$ cat src/design/cld_defines.svh
// constants for the character display instruction decoder
// assumes a 250 MHz core clock; execution times are counted in core cycles
`ifndef CLD_DEFINES_SVH
`define CLD_DEFINES_SVH

`define CLD_AW 7
`define CLD_SPACE_CODE 8'h20
`define CLD_ADDR_ZERO 7'h00
`define CLD_TALL_LAST 7'h27
`define CLD_LINE1_LAST 7'h27
`define CLD_LINE2_FIRST 7'h40
`define CLD_LINE2_LAST 7'h67
`define CLD_ONE_LINE_LAST 7'h4f
`define CLD_RAM_DEPTH 128
`define CLD_WIPE_LAST 7'h7f
`define CLD_CLK_MHZ 250
// execution times in ns
`define CLD_T_LONG_NS 590000
`define CLD_T_SHORT_NS 14300
`define CLD_LONG_CYC ((`CLD_T_LONG_NS * `CLD_CLK_MHZ + 999) / 1000)
`define CLD_SHORT_CYC ((`CLD_T_SHORT_NS * `CLD_CLK_MHZ + 999) / 1000)
`define CLD_CNT_W 18
// table codes
`define CLD_TBL_NORMAL 2'b00
`define CLD_TBL_EXT1 2'b01
`define CLD_TBL_EXT2 2'b10
`define CLD_TBL_TEST 2'b11

`endif

$ cat src/design/cld_pkg.sv
// types shared by the instruction decoder
// assumes cld_defines.svh holds the numeric constants
package cld_pkg;
    typedef enum logic [1:0] {
        CLD_IDLE,
        CLD_WIPE,
        CLD_WAIT
    } cld_state_t;
endpackage

$ cat src/design/cld_decoder.sv
// instruction decoder and display state of a character display controller
// assumes the host obeys the busy flag and drives the port synchronously
//
// Contract
// - clear fills spaces, zeroes address counter
// - clear forces increment direction
// - home zeroes counter, cancels shift
// - direction bit steps address up/down
// - auto-shift on display write only
// - no shift on reads or glyph
// - display bit enables or blanks
// - cursor bit shows or hides cursor
// - blink bit alternates cursor cell
// - cursor move steps counter; screen not
// - shift all lines, counter kept
// - two-line cursor wraps to line two
// - width bit selects 8 or 4-bit
// - line bit picks one or two
// - tall font limits addresses to 27h
// - extension strap disables tall font
// - table select; code 11 reserved
// - tall position picks rows 1/9
// - counter steps after each RAM access
`timescale 1ns/1ps
`include "cld_defines.svh"

module cld_decoder (
    // clock and reset
    input wire logic core_clk,
    input wire logic rstn,
    // straps
    input wire logic three_line_strap,
    input wire logic ext_strap,
    // host port, one transfer per strobe
    input wire logic xfer_strobe,
    input wire logic register_select,
    input wire logic read_not_write,
    input wire logic [7:0] data_in,
    output logic [7:0] data_out,
    output logic busy_flag,
    // display state
    output logic [`CLD_AW-1:0] address_counter,
    output logic display_on,
    output logic cursor_on,
    output logic blink_on,
    output logic bus_width_select,
    output logic two_line,
    output logic tall_font_active,
    output logic tall_font_position,
    output logic [1:0] table_select,
    output logic [`CLD_AW-1:0] shift_offset,
    output logic increment,
    output logic auto_shift,
    output logic glyph_sel
);
    import cld_pkg::*;

    logic [7:0] ram [0:`CLD_RAM_DEPTH-1];
    cld_state_t state_reg;
    logic [`CLD_CNT_W-1:0] cnt_reg;
    logic [`CLD_AW-1:0] wipe_reg;
    logic half_reg;
    logic [3:0] hi_nib_reg;
    logic tall_font_enable;
    logic strap_ext_reg;
    logic byte_valid;
    logic [7:0] byte_val;
    logic accept;
    logic is_instr, is_wr, is_rd;
    logic [`CLD_AW-1:0] step_up, step_dn, limit;

    function automatic logic [`CLD_AW-1:0] cld_step(input logic [`CLD_AW-1:0] a,
                                                    input logic up,
                                                    input logic two,
                                                    input logic [`CLD_AW-1:0] lim,
                                                    input logic glyph);
        logic [`CLD_AW-1:0] r;
        r = a;
        if (glyph) begin
            r = up ? {1'b0, a[5:0] + 6'h01} : {1'b0, a[5:0] - 6'h01};
        end else if (two) begin
            // wrap line one's end onto line two
            if (up) begin
                if (a == `CLD_LINE1_LAST) r = `CLD_LINE2_FIRST;
                else if (a == `CLD_LINE2_LAST) r = `CLD_ADDR_ZERO;
                else r = a + 7'h01;
            end else begin
                if (a == `CLD_LINE2_FIRST) r = `CLD_LINE1_LAST;
                else if (a == `CLD_ADDR_ZERO) r = `CLD_LINE2_LAST;
                else r = a - 7'h01;
            end
        end else begin
            if (up) r = (a >= lim) ? `CLD_ADDR_ZERO : a + 7'h01;
            else r = (a == `CLD_ADDR_ZERO) ? lim : a - 7'h01;
        end
        return r;
    endfunction

    always_ff @(posedge core_clk) begin
        if (!rstn) strap_ext_reg <= 1'b0;
        else strap_ext_reg <= ext_strap;
    end

    // tall font only with one line
    assign tall_font_active = tall_font_enable & ~two_line & ~strap_ext_reg;
    assign limit = tall_font_active ? `CLD_TALL_LAST : `CLD_ONE_LINE_LAST;
    assign step_up = cld_step(address_counter, 1'b1, two_line, limit, glyph_sel);
    assign step_dn = cld_step(address_counter, 1'b0, two_line, limit, glyph_sel);

    // nibble pairing in 4-bit mode, high nibble first
    always_ff @(posedge core_clk) begin
        if (!rstn) begin
            half_reg <= 1'b0;
            hi_nib_reg <= 4'h0;
        end else if (xfer_strobe && !read_not_write && !bus_width_select && !busy_flag) begin
            half_reg <= ~half_reg;
            if (!half_reg) hi_nib_reg <= data_in[7:4];
        end else if (bus_width_select) begin
            half_reg <= 1'b0;
        end
    end

    always_comb begin
        byte_val = data_in;
        byte_valid = xfer_strobe & ~read_not_write;
        if (!bus_width_select) begin
            byte_val = {hi_nib_reg, data_in[7:4]};
            byte_valid = byte_valid & half_reg;
        end
    end

    assign accept = (state_reg == CLD_IDLE) & byte_valid;
    assign is_instr = accept & ~register_select;
    assign is_wr = accept & register_select;
    assign is_rd = (state_reg == CLD_IDLE) & xfer_strobe & read_not_write & register_select;
    assign busy_flag = (state_reg != CLD_IDLE);

    always_ff @(posedge core_clk) begin
        if (!rstn) begin
            address_counter <= `CLD_ADDR_ZERO;
            glyph_sel <= 1'b0;
            increment <= 1'b1;
            auto_shift <= 1'b0;
            display_on <= 1'b0;
            cursor_on <= 1'b0;
            blink_on <= 1'b0;
            bus_width_select <= 1'b1;
            two_line <= 1'b0;
            tall_font_enable <= 1'b0;
            table_select <= `CLD_TBL_NORMAL;
            tall_font_position <= 1'b0;
            shift_offset <= `CLD_ADDR_ZERO;
        end else if (is_instr) begin
            if (byte_val[7]) begin
                address_counter <= byte_val[6:0];
                glyph_sel <= 1'b0;
            end else if (byte_val[6]) begin
                // extension table 1 slot is the icon address, not handled here
                if (table_select == `CLD_TBL_NORMAL) begin
                    address_counter <= {1'b0, byte_val[5:0]};
                    glyph_sel <= 1'b1;
                end
            end else if (byte_val[5]) begin
                bus_width_select <= byte_val[4];
                two_line <= byte_val[3];
                tall_font_enable <= byte_val[2];
                table_select <= byte_val[1:0];
            end else if (byte_val[4]) begin
                if (table_select == `CLD_TBL_NORMAL) begin
                    if (byte_val[3]) begin
                        // screen shift keeps counter
                        // left counts up, the same sense as an auto-shift on increment
                        shift_offset <= byte_val[2] ? shift_offset - 7'h01
                                                    : shift_offset + 7'h01;
                    end else begin
                        address_counter <= byte_val[2] ? step_up : step_dn;
                    end
                end else if (table_select == `CLD_TBL_EXT2) begin
                    tall_font_position <= byte_val[3];
                end
            end else if (byte_val[3]) begin
                display_on <= byte_val[2];
                cursor_on <= byte_val[1];
                blink_on <= byte_val[0];
            end else if (byte_val[2]) begin
                increment <= byte_val[1];
                auto_shift <= byte_val[0];
            end else if (byte_val[1]) begin
                address_counter <= `CLD_ADDR_ZERO;
                shift_offset <= `CLD_ADDR_ZERO;
                glyph_sel <= 1'b0;
            end else if (byte_val[0]) begin
                address_counter <= `CLD_ADDR_ZERO;
                shift_offset <= `CLD_ADDR_ZERO;
                increment <= 1'b1;
                glyph_sel <= 1'b0;
            end
        end else if (is_wr || is_rd) begin
            address_counter <= increment ? step_up : step_dn;
            if (is_wr && auto_shift && !glyph_sel) begin
                shift_offset <= increment ? shift_offset + 7'h01 : shift_offset - 7'h01;
            end
        end
    end

    // busy timing; clear runs a wipe of the whole memory first
    always_ff @(posedge core_clk) begin
        if (!rstn) begin
            state_reg <= CLD_IDLE;
            cnt_reg <= '0;
            wipe_reg <= `CLD_ADDR_ZERO;
        end else begin
            case (state_reg)
                CLD_IDLE: begin
                    if (is_instr && byte_val[7:1] == 7'h00 && byte_val[0]) begin
                        state_reg <= CLD_WIPE;
                        wipe_reg <= `CLD_ADDR_ZERO;
                        cnt_reg <= `CLD_CNT_W'(`CLD_LONG_CYC);
                    end else if (is_instr && byte_val[7:1] == 7'h01) begin
                        state_reg <= CLD_WAIT;
                        cnt_reg <= `CLD_CNT_W'(`CLD_LONG_CYC);
                    end else if (accept || is_rd) begin
                        state_reg <= CLD_WAIT;
                        cnt_reg <= `CLD_CNT_W'(`CLD_SHORT_CYC);
                    end
                end
                CLD_WIPE: begin
                    cnt_reg <= cnt_reg - `CLD_CNT_W'(1);
                    wipe_reg <= wipe_reg + 7'h01;
                    if (wipe_reg == `CLD_WIPE_LAST) state_reg <= CLD_WAIT;
                end
                CLD_WAIT: begin
                    cnt_reg <= cnt_reg - `CLD_CNT_W'(1);
                    if (cnt_reg <= `CLD_CNT_W'(1)) state_reg <= CLD_IDLE;
                end
                default: state_reg <= CLD_IDLE;
            endcase
        end
    end

    // display memory; glyph memory accesses are outside this block
    always_ff @(posedge core_clk) begin
        if (state_reg == CLD_WIPE) ram[wipe_reg] <= `CLD_SPACE_CODE;
        else if (is_wr && !glyph_sel) ram[address_counter] <= byte_val;
    end

    always_ff @(posedge core_clk) begin
        if (!rstn) data_out <= 8'h00;
        else if (is_rd) data_out <= ram[address_counter];
        else if (xfer_strobe && read_not_write) data_out <= {busy_flag, address_counter};
    end

    a_clear_incr: assert property (@(posedge core_clk) disable iff (!rstn)
        is_instr && byte_val == 8'h01 |=> increment && address_counter == 7'h00)
        else $error("clear did not force increment");
    a_home_shift: assert property (@(posedge core_clk) disable iff (!rstn)
        is_instr && byte_val[7:1] == 7'h01 |=> shift_offset == 7'h00)
        else $error("home left shift");
    a_busy_block: assert property (@(posedge core_clk) disable iff (!rstn)
        busy_flag |-> !accept)
        else $error("accepted while busy");
    a_accept_busy: assert property (@(posedge core_clk) disable iff (!rstn)
        accept |=> busy_flag)
        else $error("no busy after accept");
    a_no_rd_shift: assert property (@(posedge core_clk) disable iff (!rstn)
        is_rd |=> $stable(shift_offset))
        else $error("shift on read");
    a_screen_ac: assert property (@(posedge core_clk) disable iff (!rstn)
        is_instr && byte_val[7:3] == 5'b00011 && table_select == 2'b00
        |=> $stable(address_counter))
        else $error("counter moved on screen shift");
    a_wrap_line: assert property (@(posedge core_clk) disable iff (!rstn)
        is_wr && two_line && increment && !glyph_sel && address_counter == 7'h27
        |=> address_counter == 7'h40)
        else $error("no wrap to second line");
    a_strap_tall: assert property (@(posedge core_clk) disable iff (!rstn)
        strap_ext_reg |-> !tall_font_active)
        else $error("tall font with strap high");
    a_wr_step: assert property (@(posedge core_clk) disable iff (!rstn)
        is_wr && !two_line && !increment && !glyph_sel && address_counter == 7'h05
        |=> address_counter == 7'h04)
        else $error("counter did not decrement");
    a_display_ctl: assert property (@(posedge core_clk) disable iff (!rstn)
        is_instr && byte_val[7:3] == 5'b00001 |=> display_on == $past(byte_val[2])
        && cursor_on == $past(byte_val[1]) && blink_on == $past(byte_val[0]))
        else $error("display control bits not taken");
    a_entry_mode: assert property (@(posedge core_clk) disable iff (!rstn)
        is_instr && byte_val[7:2] == 6'b000001
        |=> increment == $past(byte_val[1]) && auto_shift == $past(byte_val[0]))
        else $error("entry mode bits not taken");
    a_func_set: assert property (@(posedge core_clk) disable iff (!rstn)
        is_instr && byte_val[7:5] == 3'b001 |=> bus_width_select == $past(byte_val[4])
        && two_line == $past(byte_val[3]) && table_select == $past(byte_val[1:0]))
        else $error("function set fields not taken");
    a_display_ram_set: assert property (@(posedge core_clk) disable iff (!rstn)
        is_instr && byte_val[7] |=> address_counter == $past(byte_val[6:0]) && !glyph_sel)
        else $error("display address not loaded");
    a_clear_wipe: assert property (@(posedge core_clk) disable iff (!rstn)
        is_instr && byte_val == 8'h01 |=> state_reg == CLD_WIPE)
        else $error("clear did not start wipe");
    a_glyph_shift: assert property (@(posedge core_clk) disable iff (!rstn)
        is_wr && glyph_sel |=> $stable(shift_offset))
        else $error("shift on glyph write");
    a_shift_off: assert property (@(posedge core_clk) disable iff (!rstn)
        is_wr && !auto_shift |=> $stable(shift_offset))
        else $error("shift with auto-shift off");
    // tall font wraps at its limit
    a_tall_limit: assert property (@(posedge core_clk) disable iff (!rstn)
        is_wr && tall_font_active && increment && !glyph_sel
        && address_counter == `CLD_TALL_LAST |=> address_counter == `CLD_ADDR_ZERO)
        else $error("tall font address past limit");
    a_screen_shift: assert property (@(posedge core_clk) disable iff (!rstn)
        is_instr && byte_val[7:3] == 5'b00011 && table_select == `CLD_TBL_NORMAL
        |=> shift_offset != $past(shift_offset))
        else $error("screen shift did not move display");
    a_busy_hold: assert property (@(posedge core_clk) disable iff (!rstn)
        busy_flag && xfer_strobe |=> $stable(address_counter) && $stable(display_on))
        else $error("state changed by strobe while busy");
    // strap high one cycle blocks tall font
    a_ext_tall: assert property (@(posedge core_clk) disable iff (!rstn)
        $past(ext_strap) |-> !tall_font_active)
        else $error("tall font with strap high");
    // first nibble alone is no byte
    a_nibble_pair: assert property (@(posedge core_clk) disable iff (!rstn)
        xfer_strobe && !read_not_write && !bus_width_select && !half_reg |-> !accept)
        else $error("byte taken from one nibble");
endmodule

$ cat config.mk
export PLATFORM = sky130hd
export DESIGN_NAME = cld_decoder
export DESIGN_NICKNAME = d
export VERILOG_FILES = /design/src/design/cld_pkg.sv /design/src/design/cld_decoder.sv
export VERILOG_INCLUDE_DIRS = /design/src /design/src/design
export SDC_FILE = /design/constraint.sdc
export NUM_CORES = 1
export LEC_CHECK = 0
export ABC_AREA = 1
export BUFFER_PORTS_ARGS = -buffer_cell sky130_fd_sc_hd__buf_2
export CAP_MARGIN = 20
export CORE_MARGIN = 4
export CORE_UTILIZATION = 49
export CTS_CLUSTER_DIAMETER = 80
export DETAILED_ROUTE_END_ITERATION = 7
export GPL_ROUTABILITY_DRIVEN = 0
export PLACE_DENSITY = 0.66
export SLEW_MARGIN = 20
export SYNTH_ARGS = -nofsm -noshare
export SYNTH_HDL_FRONTEND = slang
export SYNTH_SLANG_ARGS = --single-unit
$ cat constraint.sdc
create_clock -name core_clk -period 8.11 [get_ports core_clk]
set_input_delay 1.2165 -clock core_clk [delete_from_list [all_inputs] [get_ports core_clk]]
set_output_delay 1.2165 -clock core_clk [all_outputs]
set_load 0.01 [all_outputs]
### After elaboration in Yosys (flattened, before gate mapping)

Memory sizes are Yosys's and may differ from the RTL's. A register that Yosys moved wholly into a read port is not among the register bits.
Cells that the tools add are included.

| cells by class | value |
|---|---|
| bitwise operators | 21 |
| muxes and demuxes | 77 |
| $lt $le $gt $ge | 2 |
| multiply operators | 0 |
| shift operators | 0 |
| add/sub/neg operators | 8 |
| reductions and logical operators | 43 |
| equality and inequality tests | 33 |
| div/mod/pow operators | 0 |

Operators with widths:

| cell | count |
|---|---|
| 7-bit 2-to-1 mux | 41 |
| 18-bit 2-to-1 mux | 3 |
| 18-bit case mux with 2 select lines | 1 |
| 8-bit 2-to-1 mux | 4 |
| 7-bit by 1-bit adder with 7-bit output, second input constant | 3 |
| 7-bit == test, second input constant | 3 |
| 1-bit 2-to-1 mux | 21 |
| 7-bit AND reduction | 3 |
| 18-bit by 1-bit less-or-equal comparator with 1-bit output, second input constant | 1 |
| 18-bit by 1-bit subtractor with 18-bit output, second input constant | 1 |
| 8-bit AND reduction | 2 |
| 2-bit nonzero test | 8 |
| 3-bit by 1-bit != test with 1-bit output, second input constant | 5 |
| 5-bit != test, second input constant | 3 |
| 7-bit logical NOT | 2 |
| 7-bit case mux with 2 select lines | 1 |
| 7-bit by 1-bit subtractor with 7-bit output, second input constant | 2 |
| 1-bit NOT | 11 |
| 1-bit bitwise AND | 10 |
| 1-bit logical AND | 10 |
| 2-bit 2-to-1 mux | 5 |
| 2-bit != test, second input constant | 5 |
| 10-bit AND reduction | 1 |
| 3-bit != test, second input constant | 3 |
| 24 further kinds | 35 |

| storage, ports and cells | value |
|---|---|
| output and inout port bits | 35 |
| latch bits | 0 |
| ROM bits | 0 |
| bits in writable memories | 1,024 |
| bits of input ports | 15 |
| flip-flop bits (word level) | 67 |
| memories | 1 |

Memories:

| name | depth | width | rd ports | clocked after memory_dff | write ports | line | source |
|---|---|---|---|---|---|---|---|
| ram | 128 | 8 | 1 | 1 | 1 | cld_decoder.sv:58 | `` logic [7:0] ram [0:`CLD_RAM_DEPTH-1]; `` |

### Depth between registers and ports, before layout

Gate-level depths: netlist of run 1.

| logic depth | value |
|---|---|
| depth in word-level cells | 18 |
| mapped depth | 18 |

### Least setup slack after synthesis of run 1

Ideal clock, no wire load.

| timing | value |
|---|---|
| path kind | input -> register |
| start | input xfer_strobe |
| end | memory ram[0][0] (data pin) |
| library setup time | 0.796 ns |
| slack | 2.231 ns |
| arrival | 5.083 ns |
| stages on the path | 10 |
| required time | 7.314 ns |
| cell sequence | inv_1 > nor2_1 > nand2_2 > nor2_4 > nand3_2 > nor2_2 > inv_2 > buf_6 > buf_2 > nor2_1 |

| between the ends | value |
|---|---|
| word-level cells in the longest chain between the ends | 11 |

Ends and longest elaborated chain:

| item | line | source |
|---|---|---|
| start, declared | cld_decoder.sv:35 | `input wire logic xfer_strobe,` |
| 1-bit bitwise AND * | cld_decoder.sv:125 | `byte_valid = xfer_strobe & ~read_not_write;` |
| 1-bit bitwise AND | cld_decoder.sv:128 | `byte_valid = byte_valid & half_reg;` |
| 1-bit 2-to-1 mux * | cld_decoder.sv:126 | `if (!bus_width_select) begin` |
| 1-bit bitwise AND * | cld_decoder.sv:132 | `assign accept = (state_reg == CLD_IDLE) & byte_valid;` |
| 1-bit bitwise AND * | cld_decoder.sv:134 | `assign is_wr = accept & register_select;` |
| 1-bit logical AND * | cld_decoder.sv:244 | `else if (is_wr && !glyph_sel) ram[address_counter] <= byte_val;` |
| 1-bit 2-to-1 mux * | cld_decoder.sv:244 |  |
| 1-bit 2-to-1 mux * | cld_decoder.sv:243 | `` if (state_reg == CLD_WIPE) ram[wipe_reg] <= `CLD_SPACE_CODE; `` |
| 1-bit 2-to-1 mux (implied by the code) * | cld_decoder.sv:244 |  |
| 8-bit OR reduction (no source line) * | -- |  |
| 8-bit 2-to-1 mux (no source line) * | -- |  |
| end, declared | cld_decoder.sv:58 |  |

Every way passes the cells marked *; elsewhere a longest branch is shown, timed or not.

### Final worst setup path of run 1

| timing | value |
|---|---|
| start | input read_not_write |
| end | memory ram[112][2], enable pin |

| between the ends | value |
|---|---|
| word-level cells in the longest chain between the ends | 12 |

Ends and longest elaborated chain:

| item | line | source |
|---|---|---|
| start, declared | cld_decoder.sv:37 | `input wire logic read_not_write,` |
| 1-bit NOT * | cld_decoder.sv:125 |  |
| 1-bit bitwise AND * | cld_decoder.sv:125 |  |
| 1-bit bitwise AND | cld_decoder.sv:128 |  |
| 1-bit 2-to-1 mux * | cld_decoder.sv:126 |  |
| 1-bit bitwise AND * | cld_decoder.sv:132 |  |
| 1-bit bitwise AND * | cld_decoder.sv:134 |  |
| 1-bit logical AND * | cld_decoder.sv:244 |  |
| 1-bit 2-to-1 mux * | cld_decoder.sv:244 |  |
| 1-bit 2-to-1 mux * | cld_decoder.sv:243 |  |
| 1-bit 2-to-1 mux (implied by the code) * | cld_decoder.sv:244 |  |
| 8-bit OR reduction (no source line) | -- |  |
| 7-bit 2-to-1 mux (no source line) or 1-bit 2-to-1 mux (tied branches) | -- |  |

Marks and branches as above.

==> results.toml, run 1 <==
[run_status]
status = "finished clean"

[timing]
max_freq_mhz = 229
skew_ns = 0.0222
tightest_slew_ns = 1.10
tns_ns = 0
setup_viol = 0
worst_slew_margin_rel_pct = 25.9
fin_crit_sh_pct = 53.8
hold_viol_final = 0
rsz0062_at_grt = "no"
fin_ws_ns = 3.74
slew_violations = 0
min_period_ns = 4.37

[global_routing]
grt_antenna_before_repair = 0
grt-ovfl-total = 0
grt_pass1_wl_um = 178000
grt_pass1_vias = 29437
grt_max_degree = 205
grt_usage_pct = 23.5

[clock_tree]
numCtsBuffers = 107
cts_hold_buf = 0
clock_path_buffers = 3
cts-resized-gates = 0
cts.sinks = 1098
postCtsSetupRepairBufs = 0
cts_tree = "built"
cts-root-buf = "clkbuf_16"
htreeDepth = 3
clk_latency_ns = 0.67
path_clk_slew_ns = 0.06

[layout]
largest_reg_flops = 1024
layout.nets = 4222
n_fill_cell = 7921
final_area_um2 = 50900
drive_above_1_share_pct = 6.98
area_growth_pct = 10.7
finish.utilization_pct = 54.7
diodes = 0

[critical_path]
crit_slowest_cell = "nor2_1"
end_kind = "register"
cp.depth = 12
r2r_setup_slack_ns = 3.76
crit_path_start = "read_not_write"
crit_arrival_ns = 4.65
endpoint = "ram[112][2]"
crit_chain = "buf_2 > nor2_1 > nand2_2 > nor2_4 > nand3_2 > nor2_2 > inv_2 > o21ai_1 > inv_1 > nor2_1 > nand3_1 > nor2_1"
worst-path-buf-inv = 3
critPathKind = "primary input to register"
r2r-start = "state_reg[0]"
cpPeakStageDelay_ns = 0.76
worstRegToRegCells = 12
critPathRequiredTime_ns = 8.40
path_delay_family = "simple AND/OR/NAND/NOR gates"
start_kind = "primary input"
crit_path_frequent_cell = "nor2_1"
timing.rr.end = "ram[112][2]"
path_max_fanout = 20

[logic_synthesis]
synth-seq-cells = 1098
syn_nets = 4273
syn_inst = 4243
seq_area_frac_synth_pct = 70.0
synth.distinct_cells = 44
syn_area_um2 = 46000
yosys_warnings = 0
syn-mean-instance-area_um2 = 10.8

[die]
fp.dieH_um = 314
start_util_pct = 49.4
die_area_um2 = 98900
core_area_um2 = 93200
die_w_um = 314
io_pins = 50
rows = 112

[placed_design]
port_buffers = 48
place_worst_setup_slack_ns = 3.08
dp_hpwl_um = 66200
dpl_cell_area_um2 = 47300

[pwr]
irDropWorstVdd_uv = 168
p_leak_nw = 18.3
cellPowerDensity_nw_per_um2 = 278

[min_path]
holdCritPathClass = "register to register"
hold_start = "cursor_on"

[detailed_routing]
viasPerCell = 5.67
first_iter_violations = 3360
firstDrtPassIters = 5
vias = 31399
drcViolationCount = 0
drtAntennaViolNets = 0
wire_per_inst_um = 21.3
routed_wl_um = 118000

[job]
maxCapViolCount = 0
-- worst reg2reg max path, stage by stage, from the launching register on --
cell and delay [ns]:
dfxtp_1 0.33, inv_1 0.11, ha_1 0.34, nand2_2 0.15
nor2_4 0.13, nand3_2 0.11, nor2_2 0.21, inv_2 0.28
o21ai_1 0.32, inv_1 0.11, nor2_1 0.71, nand3_1 0.43
nor2_1 0.76
-- area by class of cell --
cell class | count | area [um^2] | area share (%)
flip-flops and latches | 1098 | 32200 | 63.3
multi-input cells | 2792 | 12500 | 24.5
clock buffers | 127 | 2800 | 5.49
well taps | 1254 | 1570 | 3.08
clock inverters | 74 | 774 | 1.52
repair buffers | 87 | 641 | 1.26
inverters | 106 | 415 | 0.815
-- Yosys cell counts (all sizes together) --
| library cell | count | area share, % |
|---|---|---|
| a211oi | 5 | 0.082 |
| o21bai | 2 | 0.033 |
| nand4 | 9 | 0.14 |
| nor2 | 222 | 1.9 |
| o21ai | 90 | 1.1 |
| clkinv | 2 | 0.016 |
| buf | 50 | 0.48 |
| nand3b | 2 | 0.033 |
| a31oi | 2 | 0.027 |
| o22ai | 1 | 0.014 |
| and3 | 1 | 0.014 |
| o211ai | 7 | 0.11 |
| xnor2 | 4 | 0.076 |
| xor2 | 19 | 0.36 |
| o2111ai | 1 | 0.019 |
| a21oi | 68 | 0.74 |
| or2 | 4 | 0.054 |
| a21o | 2 | 0.033 |
| nor4 | 4 | 0.054 |
| inv | 104 | 0.85 |
| edfxtp | 1024 | 67 |
| ha | 15 | 0.41 |
| a221oi | 1 | 0.019 |
| dfxtp | 74 | 3.2 |
| nor3 | 29 | 0.36 |
| nand3 | 988 | 11 |
| a311oi | 1 | 0.019 |
| a21boi | 2 | 0.033 |
| and2 | 2 | 0.027 |
| clkbuf | 197 | 1.6 |
| nand2 | 1311 | 11 |
-- layer usage --
| metal | global-route usage (%) | share of wire (%) | vias up |
|---|---|---|---|
| met5 | 0 | 0 | - |
| met4 | 7.49 | 3.0 | 0 |
| met3 | 3.30 | 8.3 | 210 |
| met2 | 38.1 | 48 | 1379 |
| met1 | 33.1 | 41 | 15067 |
| li1 | - | - | 14743 |
-- logic make-up after synthesis --
group                    after synthesis  share of synthesized area [%]
AO/OA/AOI/OAI                        182                           2.18
XOR/XNOR                              23                          0.438
adder cells (fa/ha/maj)               15                          0.408
buffers and inverters                353                           2.95
flip-flops                          1098                           70.0
AND/OR/NAND/NOR                     2572                           24.0
-- worst min path at each step --
stage | slack, ns | endpoint | cells after the start
2_1_floorplan | 0.44 | cnt_reg[5] | 2
3_3_place_gp | 0.43 | display_on | 2
3_5_place_dp | 0.44 | cursor_on | 2
4_1_cts | 0.45 | cursor_on | 2
5_1_grt | 0.48 | blink_on | 2
6_report | 0.45 | cursor_on | 2
-- through the flow --
| stage | hold WS (ns) | power (mW) | std cells |
|---|---|---|---|
| floorplan | 0.439 | 8.27 | 4243 |
| global placement | 0.435 | 9.16 | 5336 |
| detailed placement | 0.442 | 9.20 | 5336 |
| CTS | 0.453 | 14.2 | 5537 |
| global route | 0.475 | 14.7 | 5538 |
| finish | 0.448 | 14.2 | 5538 |
-- placed cells by master, fill, tap and decap left out, types with 6 or more instances in the layout --
master     instances
a21oi_1           68
buf_12             7
buf_2             48
buf_4             31
bufinv_16         15
clkbuf_1          18
clkbuf_16        109
clkinv_1          24
clkinv_2          25
dfxtp_1           70
edfxtp_1        1024
ha_1              15
inv_1             92
inv_2              9
nand2_1         1306
nand3_1          986
nand4_1            8
nor2_1           208
nor2_2             6
nor2_4             8
nor3_1            25
o211ai_1           7
o21ai_0           74
o21ai_1           11
xor2_1            19
-- report_power, final --
group,total (mW),internal (mW),switching (mW),leakage [nW]
sequential,6.37,6.26,0.102,10.1
combinational,2.76,0.726,2.04,6.48
clock,5.05,2.94,2.11,1.75
total,14.2,9.93,4.25,18.3
No activity file was read; power rests on OpenSTA's default activity.
==> run 2: changes to the inputs <==
- PLACE_DENSITY: 0.66 -> 0.69
- clock period: 8.11 -> 3.8 ns (I/O delays scaled with it)
==> results.toml, run 2 (synthesis gave the netlist of run 1 again) <==
[layout]
area_growth_pct = 13.9
multiInputGateArea_um2 = 12500
drive_above_1_share_pct = 10.7
seq_area_um2 = 32200
final_area_um2 = 52400
n_fill_cell = 7642
fin_cells = 5715
mostFrequentLayoutCell = "nand2_1"
layout.nets = 4399
finish.utilization_pct = 56.3
final_cell_mix = "nand2_1 (1308), edfxtp_1 (1024), nand3_1 (986)"
diodes = 0
largest_reg_flops = 1024

[clock_tree]
clock_path_buffers = 3
clk_latency_ns = 0.67
postCtsSetupRepairBufs = 0
numCtsBuffers = 108
path_clk_slew_ns = 0.06
cts.sinks = 1098
cts_hold_buf = 0
cts-root-buf = "clkbuf_16"
htreeDepth = 3
cts-resized-gates = 0
cts_tree = "built"

[pwr]
p_clk_share_pct = 34.7
p_leak_nw = 19.3
power_mw = 30.1
power_switching_mw = 9.09
power_frac_comb_pct = 20.2
sw_frac_of_total_pct = 30.3
power_frac_seq_pct = 45.2
intPower_mw = 21.0
cellPowerDensity_nw_per_um2 = 573
irDropWorstVdd_uv = 561

[detailed_routing]
drcViolationCount = 0
drtAntennaViolNets = 0
viasPerCell = 5.60
vias = 32027
routed_wl_um = 119000
wire_per_inst_um = 20.8
firstDrtPassIters = 5
first_iter_violations = 3507

[global_routing]
grt-ovfl-total = 0
grt_pass1_vias = 30632
grt_antenna_before_repair = 0
grt_usage_pct = 23.8
grt_pass1_wl_um = 181000
grt_max_degree = 220

[die]
io_pins = 50
fp.dieH_um = 314
die_w_um = 314
core_area_um2 = 93200
start_util_pct = 49.4
rows = 112
die_area_um2 = 98900

[timing]
worst_slew_margin_rel_pct = 29.2
min_period_ns = 3.36
skew_ns = 0.0320
whs_ns = 0.101
slew_violations = 0
fin_crit_sh_pct = 88.4
max_freq_mhz = 298
hold_viol_final = 0
tightest_slew_ns = 1.06
fin_ws_ns = 0.441
setup_viol = 0
tns_ns = 0
rsz0062_at_grt = "no"

[critical_path]
critPathKind = "register to register"
r2r_setup_slack_ns = 0.44
worstRegToRegCells = 11
critPathRequiredTime_ns = 4.17
timing.rr.end = "ram[26][1]"
end_kind = "register"
r2r-start = "bus_width_select"
start_kind = "register"
crit_arrival_ns = 3.73
path_max_fanout = 17

[min_path]
min_to = "strap_ext_reg"
hold_path_depth = 3
hold_start = "ext_strap"
holdCritPathClass = "primary input to register"

[run_status]
status = "finished clean"

[placed_design]
place_worst_setup_slack_ns = 0.291
dpl_cell_area_um2 = 48900
dp_hpwl_um = 70300
port_buffers = 48
dp.cells = 5512

[job]
maxCapViolCount = 0
-- run 2: cell type report --
type                    instances  share of cell area, %
repair buffers                263                   4.27
well taps                    1254                   2.99
clock inverters                81                   1.23
clock buffers                 121                   5.37
inverters                     106                  0.792
flip-flops and latches       1098                   61.5
multi-input cells            2792                   23.8
-- run 2: worst max path at each step --
| stage | from | to | slack, ns |
|---|---|---|---|
| after floorplan | xfer_strobe | ram[0][7] | -0.09 |
| after global placement | xfer_strobe | ram[26][1] | 0.34 |
| after detailed placement | read_not_write | ram[26][6] | 0.29 |
| after CTS | bus_width_select | ram[26][1] | 0.50 |
| after global routing | bus_width_select | ram[91][4] | 0.27 |
| final | bus_width_select | ram[26][1] | 0.44 |
-- run 2: power by group through the flow --
stage | Sequential, mW | Combinational (mW) | Clock (mW)
after floorplan | 13.7 | 3.90 | 0
final | 13.6 | 6.07 | 10.4
after detailed placement | 13.8 | 5.97 | 0
after CTS | 13.6 | 6.00 | 10.6
after global placement | 13.8 | 5.88 | 0
after global routing | 13.6 | 6.64 | 11.1
-- run 2: metal layers --
layer	part of all wire (%)	global-route usage, %	up-vias
li1	-	-	15083
met1	41	33.2	15207
met2	47	38.0	1482
met3	8.7	3.79	255
met4	3.7	8.91	0
met5	0	0	-
-- run 2: worst max-delay path, cell delays in order, from the launching register on --
cell	delay [ns]
dfxtp_1	0.64
nor2_2	0.14
nor2_4	0.16
nand3_2	0.11
nor2_2	0.22
inv_2	0.19
o21ai_1	0.30
inv_1	0.11
nor2_2	0.35
nand2_1	0.38
nor2_1	0.26
buf_4	0.20
